`src/design/ledspi_pkg.sv`:
```
// Purpose: Shared constants for the LED driver serial command port
// Assumes: 16-bit command frames, APB register access at 32-bit words
// Notes:   Offsets are byte addresses on the APB side

package ledspi_pkg;

    // ------------------------------------------------------------
    // Frame layout
    // ------------------------------------------------------------
    localparam int          FRAME_W     = 16;
    localparam int          DATA_W      = 9;
    localparam int          ADDR_W      = 5;
    localparam int          CMD_BIT     = 15;
    localparam int          ADDR_MSB    = 14;
    localparam int          ADDR_LSB    = 10;
    localparam int          PARITY_POS  = 9;
    localparam logic [15:0] POR_WORD    = 16'h8000;
    localparam logic [1:0]  RSV_BITS    = 2'h3;
    localparam logic [4:0]  STATUS_ADDR = 5'h01;

    // ------------------------------------------------------------
    // APB map
    // ------------------------------------------------------------
    localparam logic [11:0] OFS_CTRL    = 12'h000;
    localparam logic [11:0] OFS_STAT    = 12'h004;
    localparam logic [11:0] OFS_FRAMES  = 12'h008;
    localparam logic [11:0] OFS_MEM     = 12'h080;
    localparam int          CTRL_THERM  = 0;
    localparam int          CTRL_CH1_UV = 1;
    localparam int          CTRL_CH2_UV = 2;
    localparam int          CTRL_PWRCYC = 3;
    localparam logic [3:0]  CTRL_RST    = 4'h8;
    localparam int          STAT_SERR   = 0;
    localparam int          STAT_ACT    = 1;
    localparam int          STAT_LAST   = 16;

    typedef enum logic [0:0] {
        LEDSPI_IDLE   = 1'b0,
        LEDSPI_ACTIVE = 1'b1
    } ledspi_state_e;

endpackage : ledspi_pkg

```
`src/design/ledspi_port.sv`:
```
// Purpose: Serial command port of a dual-channel LED current controller
// Assumes: ssn/sck/mosi asynchronous to ref_clk, sck well below ref_clk/4
// Notes:   APB side gives test access to flags, counters and serial registers

`timescale 1ns/1ps

module ledspi_port #(
    parameter int FCNT_W = 16
) (
    input  wire logic                ref_clk,
    input  wire logic                arst_n,
    input  wire logic                ssn_pin,
    input  wire logic                sck_pin,
    input  wire logic                mosi_pin,
    output      logic                miso_out,
    output      logic                miso_oe,
    input  wire logic [11:0]         paddr,
    input  wire logic                psel,
    input  wire logic                penable,
    input  wire logic                pwrite,
    input  wire logic [31:0]         pwdata,
    output      logic [31:0]         prdata,
    output      logic                pready,
    output      logic                pslverr
);
    import ledspi_pkg::*;

    if (FCNT_W < 1 || FCNT_W > 16) begin : g_bad_fcnt
        $error("FCNT_W must be 1..16");
    end

    // ------------------------------------------------------------
    // Pin synchronisers {ssn, sck, mosi}
    // ------------------------------------------------------------
    logic [2:0] sync1;
    logic [2:0] sync2;
    logic [2:0] sync3;

    always_ff @(posedge ref_clk or negedge arst_n) begin
        if (!arst_n) begin
            sync1 <= 3'h4;
            sync2 <= 3'h4;
            sync3 <= 3'h4;
        end else begin
            sync1 <= {ssn_pin, sck_pin, mosi_pin};
            sync2 <= sync1;
            sync3 <= sync2;
        end
    end

    wire ssn_lvl  = sync2[2];
    wire ssn_fall = !sync2[2] && sync3[2];
    wire ssn_rise = sync2[2] && !sync3[2];
    wire sck_rise = sync2[1] && !sync3[1];
    wire sck_fall = !sync2[1] && sync3[1];
    wire mosi_s   = sync2[0];

    // ------------------------------------------------------------
    // Frame state and bit counting
    // ------------------------------------------------------------
    ledspi_state_e state;
    ledspi_state_e next_state;
    logic [3:0]    bit_cnt;
    logic          any_clk;
    logic          full16;

    wire active   = (state == LEDSPI_ACTIVE);
    wire clk_in   = active && !ssn_lvl && sck_rise;
    // No output shift until a rising edge has been seen
    wire clk_out  = active && !ssn_lvl && sck_fall && any_clk;
    wire decode   = active && ssn_rise;

    always_comb begin
        case (state)
            LEDSPI_IDLE:   next_state = ssn_fall ? LEDSPI_ACTIVE : LEDSPI_IDLE;
            LEDSPI_ACTIVE: next_state = ssn_rise ? LEDSPI_IDLE : LEDSPI_ACTIVE;
            default:       next_state = LEDSPI_IDLE;
        endcase
    end

    always_ff @(posedge ref_clk or negedge arst_n) begin
        if (!arst_n) begin
            state   <= LEDSPI_IDLE;
            bit_cnt <= 4'h0;
            any_clk <= 1'b0;
            full16  <= 1'b0;
        end else begin
            state <= next_state;
            if (ssn_fall) begin
                bit_cnt <= 4'h0;
                any_clk <= 1'b0;
                full16  <= 1'b0;
            end else if (clk_in) begin
                bit_cnt <= bit_cnt + 4'h1;
                any_clk <= 1'b1;
                if (bit_cnt == 4'hF) begin
                    full16 <= 1'b1;
                end
            end
        end
    end

    // ------------------------------------------------------------
    // Shift register and frame fields
    // ------------------------------------------------------------
    logic [15:0]       shreg;
    logic [15:0]       resp;
    logic [DATA_W-1:0] mem [32];

    wire              fr_cmd   = shreg[CMD_BIT];
    wire [ADDR_W-1:0] fr_addr  = shreg[ADDR_MSB:ADDR_LSB];
    wire              fr_pbit  = shreg[PARITY_POS];
    wire [DATA_W-1:0] fr_data  = shreg[DATA_W-1:0];
    wire [DATA_W-1:0] fr_word  = mem[fr_addr];
    wire [14:0]       echo_w   = {shreg[15:10], shreg[8:0]};

    wire len_err  = !any_clk || !full16 || (bit_cnt != 4'h0);
    wire parity_err = fr_pbit != ~^{fr_cmd, fr_addr, fr_data};
    wire rd_err   = !fr_cmd && (fr_data != '0);
    wire frame_err = len_err || parity_err || rd_err;

    always_ff @(posedge ref_clk or negedge arst_n) begin
        if (!arst_n) begin
            shreg <= 16'h0000;
        end else if (ssn_fall) begin
            shreg <= resp;
        end else if (clk_in) begin
            shreg <= {shreg[14:0], mosi_s};
        end
    end

    // ------------------------------------------------------------
    // Decode, error flag and response selection
    // ------------------------------------------------------------
    logic              serial_error_flag;
    logic [3:0]        ctrl;
    logic [15:0]       last_cmd;
    logic [FCNT_W-1:0] frame_cnt;

    wire err_rep   = serial_error_flag || frame_err;
    wire stat_rd   = !fr_cmd && (fr_addr == STATUS_ADDR);
    // New error wins over the clear from a status read
    wire next_serial_error_flag = frame_err || (serial_error_flag && !stat_rd);
    wire mem_we    = decode && fr_cmd && !frame_err;

    wire [15:0] rd_resp = {err_rep, RSV_BITS, ctrl[CTRL_PWRCYC], ctrl[CTRL_CH2_UV],
                           ctrl[CTRL_CH1_UV], ctrl[CTRL_THERM], fr_word};
    wire [15:0] wr_resp = {err_rep, echo_w};
    wire [15:0] resp_nx = !fr_cmd ? rd_resp :
                          frame_err ? POR_WORD : wr_resp;

    always_ff @(posedge ref_clk or negedge arst_n) begin
        if (!arst_n) begin
            resp      <= POR_WORD;
            serial_error_flag <= 1'b0;
            last_cmd  <= 16'h0000;
            frame_cnt <= '0;
        end else if (decode) begin
            resp      <= resp_nx;
            serial_error_flag <= next_serial_error_flag;
            last_cmd  <= shreg;
            frame_cnt <= frame_cnt + 1'b1;
        end
    end

    always_ff @(posedge ref_clk or negedge arst_n) begin
        if (!arst_n) begin
            for (int i = 0; i < 32; i++) begin
                mem[i] <= '0;
            end
        end else if (mem_we) begin
            mem[fr_addr] <= fr_data;
        end
    end

    // ------------------------------------------------------------
    // Open-drain output
    // ------------------------------------------------------------
    logic miso_bit;
    logic next_miso_bit;

    wire next_act = ssn_fall || (active && !ssn_rise);

    always_comb begin
        next_miso_bit = miso_bit;
        if (ssn_fall) begin
            next_miso_bit = resp[15];
        end else if (clk_out) begin
            next_miso_bit = shreg[15];
        end
    end

    always_ff @(posedge ref_clk or negedge arst_n) begin
        if (!arst_n) begin
            miso_bit <= 1'b1;
            miso_oe  <= 1'b0;
            miso_out <= 1'b0;
        end else begin
            miso_bit <= next_miso_bit;
            miso_oe  <= next_act && !next_miso_bit;
            miso_out <= 1'b0;
        end
    end

    // ------------------------------------------------------------
    // APB slave, one wait state
    // ------------------------------------------------------------
    wire apb_acc  = psel && penable && !pready;
    wire apb_done = psel && penable && pready;
    wire hit_ctrl = (paddr == OFS_CTRL);
    wire hit_stat = (paddr == OFS_STAT);
    wire hit_fcnt = (paddr == OFS_FRAMES);
    wire hit_mem  = (paddr[11:7] == OFS_MEM[11:7]) && (paddr[1:0] == 2'h0);
    wire mapped   = hit_ctrl || hit_stat || hit_fcnt || hit_mem;

    wire [31:0] rd_ctrl = {28'h0000000, ctrl};
    wire [31:0] rd_stat = {last_cmd, 14'h0000, active, serial_error_flag};
    wire [31:0] rd_fcnt = {{(32 - FCNT_W){1'b0}}, frame_cnt};
    wire [31:0] rd_mem  = {{(32 - DATA_W){1'b0}}, mem[paddr[6:2]]};
    wire [31:0] rd_data = hit_ctrl ? rd_ctrl :
                          hit_stat ? rd_stat :
                          hit_fcnt ? rd_fcnt :
                          hit_mem  ? rd_mem  : 32'h00000000;

    always_ff @(posedge ref_clk or negedge arst_n) begin
        if (!arst_n) begin
            pready  <= 1'b0;
            pslverr <= 1'b0;
            prdata  <= 32'h00000000;
            ctrl    <= CTRL_RST;
        end else begin
            pready  <= apb_acc;
            pslverr <= apb_acc && !mapped;
            prdata  <= (apb_acc && !pwrite) ? rd_data : 32'h00000000;
            if (apb_done && pwrite && hit_ctrl) begin
                ctrl <= pwdata[3:0];
            end
        end
    end
endmodule : ledspi_port

```
`config.mk`:
```
export PLATFORM = sky130hd
export DESIGN_NAME = ledspi_port
export DESIGN_NICKNAME = d
export VERILOG_FILES = /design/src/design/ledspi_pkg.sv /design/src/design/ledspi_port.sv
export SDC_FILE = /design/constraint.sdc
export NUM_CORES = 1
export LEC_CHECK = 0
export BUFFER_PORTS_ARGS = -buffer_cell sky130_fd_sc_hd__buf_4
export CAP_MARGIN = 20
export CORE_MARGIN = 1.5
export CORE_UTILIZATION = 36
export CTS_CLUSTER_DIAMETER = 150
export CTS_CLUSTER_SIZE = 16
export DETAILED_ROUTE_END_ITERATION = 12
export GPL_ROUTABILITY_DRIVEN = 0
export GPL_TIMING_DRIVEN = 0
export PLACE_DENSITY = 0.62
export SLEW_MARGIN = 20
export SYNTH_ARGS = -nofsm -noshare
export SYNTH_HDL_FRONTEND = slang
export SYNTH_SLANG_ARGS = --single-unit
```
`constraint.sdc`:
```
create_clock -name ref_clk -period 7.2 [get_ports ref_clk]
set_input_delay 2.16 -clock ref_clk [delete_from_list [all_inputs] [get_ports ref_clk]]
set_output_delay 2.16 -clock ref_clk [all_outputs]
set_load 0.05 [all_outputs]
```
==> flow_summary.yaml <==
status:
  status: "complete, no violations"
clocking:
  path_clk_slew_ns: 0.07
  worstSkewPairLatency_ns: 0.61
  cts_resized: 0
  cts_sinks: 408
  postCtsSetupRepairBufs: 0
  cts-root-buf: "clkbuf_16"
  hold_buffers: 0
  numCtsBuffers: 29
  h-tree-depth: 1
  cts_tree: "done"
  clk_path_buf_depth: 3
critical_path:
  startpoint: "paddr[3]"
  worstPathRequired_ns: 7.64
  crit_type: "in -> reg"
  reg2reg_slack_ns: 3.13
  critPathTopFamily: "multiplexers"
  crit_end: "prdata[2]$_DFF_PN0_"
  crit_path_end_kind: "flop"
  reg2reg_from: "shreg[7]$_DFFE_PN0P_"
  r2r_cells: 9
  reg2reg_to: "mem[223]$_DFFE_PN0P_"
  worstPathArrival_ns: 5.20
  max_stage_delay_ns: 0.91
  cp_slowest_cell: "buf_1"
  critPathMaxFanout: 10
  cp.depth: 7
  critPathLaunchType: "input pin"
  cp_cell_sequence: "buf_4 -> buf_4 -> buf_1 -> mux4_2 -> mux4_2 -> mux2i_1 -> o21ai_0"
  critPathBufInv: 3
logic_synthesis:
  yosysSeqAreaShare_pct: 48.5
  synth_edf_count: 0
  synthMuxAreaShare_pct: 32.8
  ys_ff_latch: 408
  syn-cell-area_mm2: 0.0211
  synth_xor_area_share_pct: 1.19
  synth_compound_area_share_pct: 4.85
  synthArstFlopShare_pct: 100
  synth_nets: 1591
  yosys.area_share.simple_pct: 8.53
  yosys_warnings: 0
  syn_inst: 1528
  synth_adder_area_share_pct: 0.653
  ys.flop_type: "dfrtp_1"
  synth_top_family_by_area: "multiplexers"
  synth_cell_type_count: 64
  syn_area_per_cell_um2: 13.8
sta:
  layout_min_cycle_time_ns: 4.77
  rsz0062_at_grt: "no"
  finalHoldViolations: 0
  fin_crit_sh_pct: 66.2
  max-slew-margin-rel_pct: 20.6
  drv_slew: 0
  worst_slack_ns: 2.43
  skew_ns: 0.0364
  fmax_ghz: 0.210
  setup_viol: 0
  fin_setup_tns_ns: 0
  worstMarginPinSlew_ns: 1.18
die:
  dieHeight_um: 245
  die-area_mm2: 0.0600
  coreArea_mm2: 0.0578
  initial_core_util_pct: 36.4
  pin_count: 88
  num_rows: 88
  dieWidth_um: 245
routing:
  vias_per_cell: 6.04
  ant_nets: 0
  drc_errors: 0
  routedWlPerCell_um: 28.4
  drtIter0Drc: 1709
  routed_wl_mm: 68.0
  vias: 14500
  first_pass_iters: 8
finish:
  finalInstanceArea_mm2: 0.0233
  syn2layout_area_growth_pct: 10.8
  drive_gt1_share_pct: 36.3
  utilization_pct: 40.4
  antennaDiodeCount: 0
  fin_nets: 1682
  fillCellCount: 5434
global_route:
  antenna_found_initial: 1
  grt_max_degree: 101
  grt_pass1_wl_mm: 99.5
  track_usage_pct: 22.7
  first_global_vias: 14400
  overflow: 0
place:
  pre_cts_slack_ns: 1.97
  port_buffers: 56
  place_area_mm2: 0.0226
  dp_hpwl_mm: 48.0
power_and_ir_drop:
  total_power_mw: 5.92
  leakagePower_nw: 10.8
  power_density_mw_per_mm2: 254
  max-vdd-ir-drop_v: 0.000599
min_path:
  min_path_type: "reg -> reg"
run:
  drv_cap: 0
cells in the mapped netlist, types with 4 or more instances:
| library cell | n | area, µm² |
|---|---|---|
| inv_1 | 34 | 128 |
| dfrtp_1 | 402 | 10100 |
| mux2i_1 | 78 | 781 |
| a21oi_1 | 30 | 150 |
| a32o_1 | 4 | 40.0 |
| xnor2_1 | 18 | 158 |
| nor2b_1 | 22 | 138 |
| buf_2 | 30 | 150 |
| dfstp_2 | 6 | 158 |
| nor2_1 | 41 | 154 |
| nand3_1 | 17 | 85.1 |
| and2_1 | 29 | 181 |
| nand2b_1 | 9 | 56.3 |
| clkbuf_1 | 75 | 282 |
| a211oi_1 | 13 | 97.6 |
| o21ai_0 | 29 | 145 |
| buf_1 | 8 | 30.0 |
| nor3_1 | 6 | 30.0 |
| and3_1 | 13 | 81.3 |
| buf_4 | 11 | 82.6 |
| a22o_1 | 6 | 52.6 |
| nand4_2 | 14 | 175 |
| nor4_1 | 10 | 62.6 |
| xor2_1 | 6 | 52.6 |
| mux4_2 | 126 | 2840 |
| nand4_4 | 18 | 383 |
| nand2_1 | 74 | 278 |
| a221o_1 | 9 | 90.1 |
| nand4_1 | 9 | 56.3 |
| ha_1 | 11 | 138 |
| a222oi_1 | 14 | 140 |
| o211ai_1 | 5 | 37.5 |
| a31oi_1 | 16 | 100 |
| mux2_2 | 290 | 3270 |
kinds of logic (layout without fill, tap and decap cells):
logic type                 Yosys count  after routing
muxes                              497            497
AOI/OAI and AO/OA                  146            146
and+or+nand+nor                    276            276
other                                1              1
buffers and inverters              163            265
xor gates and xnor gates            26             26
adders and majority gates           11             11
DFF                                408            408
state kept, by name, summed over array words and instances (netlist names), 3 cells and up:
| register | cells |
|---|---|
| shreg | 16 |
| last_cmd | 16 |
| prdata | 32 |
| mem | 288 |
| sync2 | 3 |
| ctrl | 4 |
| frame_cnt | 16 |
| sync1 | 3 |
| resp | 16 |
| bit_cnt | 4 |
metrics by stage:
step                hold WS, ns  std cells
finish                    0.352       2395
CTS                       0.354       2395
floorplan                 0.331       1528
global route              0.363       2395
global placement          0.345       2349
detailed placement        0.343       2353
cell type report:
cell class / count / area, µm² / area share [%]
plain buffers: 127 / 587 / 2.51
repair buffers: 60 / 538 / 2.30
flip-flops and latches: 408 / 10200 / 43.8
inverters: 36 / 135 / 0.579
multi-input cells: 957 / 10100 / 43.4
well taps: 765 / 957 / 4.10
clock buffers: 41 / 771 / 3.30
clock inverters: 1 / 8.76 / 0.0375
power breakdown:
part / leakage, nW / internal, mW / switching [mW]
registers: 5.59 / 2.37 / 0.0617
logic: 4.88 / 0.561 / 1.35
clock network: 0.376 / 0.737 / 0.830
cell usage in the layout (no fill, tap or decap), types with 3 or more instances in the layout:
cell / netlist / final
buf_2: 30 / 30
or3_1: 3 / 3
dfrtp_1: 402 / 402
mux2i_1: 78 / 78
mux2_2: 290 / 290
nand4_4: 18 / 18
nor4_1: 10 / 10
inv_1: 34 / 34
a221o_1: 9 / 9
a211oi_1: 13 / 13
nor3_1: 6 / 6
clkbuf_16: 0 / 29
ha_1: 11 / 11
a22oi_1: 3 / 3
a22o_1: 6 / 6
nand4_1: 9 / 9
nor2_1: 41 / 41
dfstp_2: 6 / 6
nand4_2: 14 / 14
mux4_2: 126 / 126
nand3_1: 17 / 17
clkbuf_1: 75 / 87
xor2_1: 6 / 6
and2_1: 29 / 29
a31oi_1: 16 / 16
and3_1: 13 / 13
xnor2_1: 18 / 18
mux2_1: 3 / 3
a32o_1: 4 / 4
a222oi_1: 14 / 14
o211ai_1: 5 / 5
o21ai_0: 29 / 29
nor2b_1: 22 / 22
nand2_1: 74 / 74
a21oi_1: 30 / 30
buf_4: 11 / 66
buf_16: 0 / 4
buf_1: 8 / 8
nand2b_1: 9 / 9
per-layer routing:
metal | track usage [%] | routed length, µm | vias to the layer above
met5 | 0 | 0 | -
met4 | 10.7 | 3680 | 0
met3 | 4.31 | 5770 | 190
met2 | 35.7 | 31500 | 728
met1 | 30.1 | 27100 | 7631
li1 | - | - | 5906
worst min path at each step:
| stage | from | end | cells after the start |
|---|---|---|---|
| 2_1_floorplan | sync1[0]$_DFF_PN0_ | sync2[0]$_DFF_PN0_ | 0 |
| 3_3_place_gp | sync1[0]$_DFF_PN0_ | sync2[0]$_DFF_PN0_ | 0 |
| 3_5_place_dp | sync1[0]$_DFF_PN0_ | sync2[0]$_DFF_PN0_ | 0 |
| 4_1_cts | sync1[0]$_DFF_PN0_ | sync2[0]$_DFF_PN0_ | 0 |
| 5_1_grt | sync1[0]$_DFF_PN0_ | sync2[0]$_DFF_PN0_ | 0 |
| 6_report | sync1[0]$_DFF_PN0_ | sync2[0]$_DFF_PN0_ | 0 |
(Power assumes the default switching activity.)
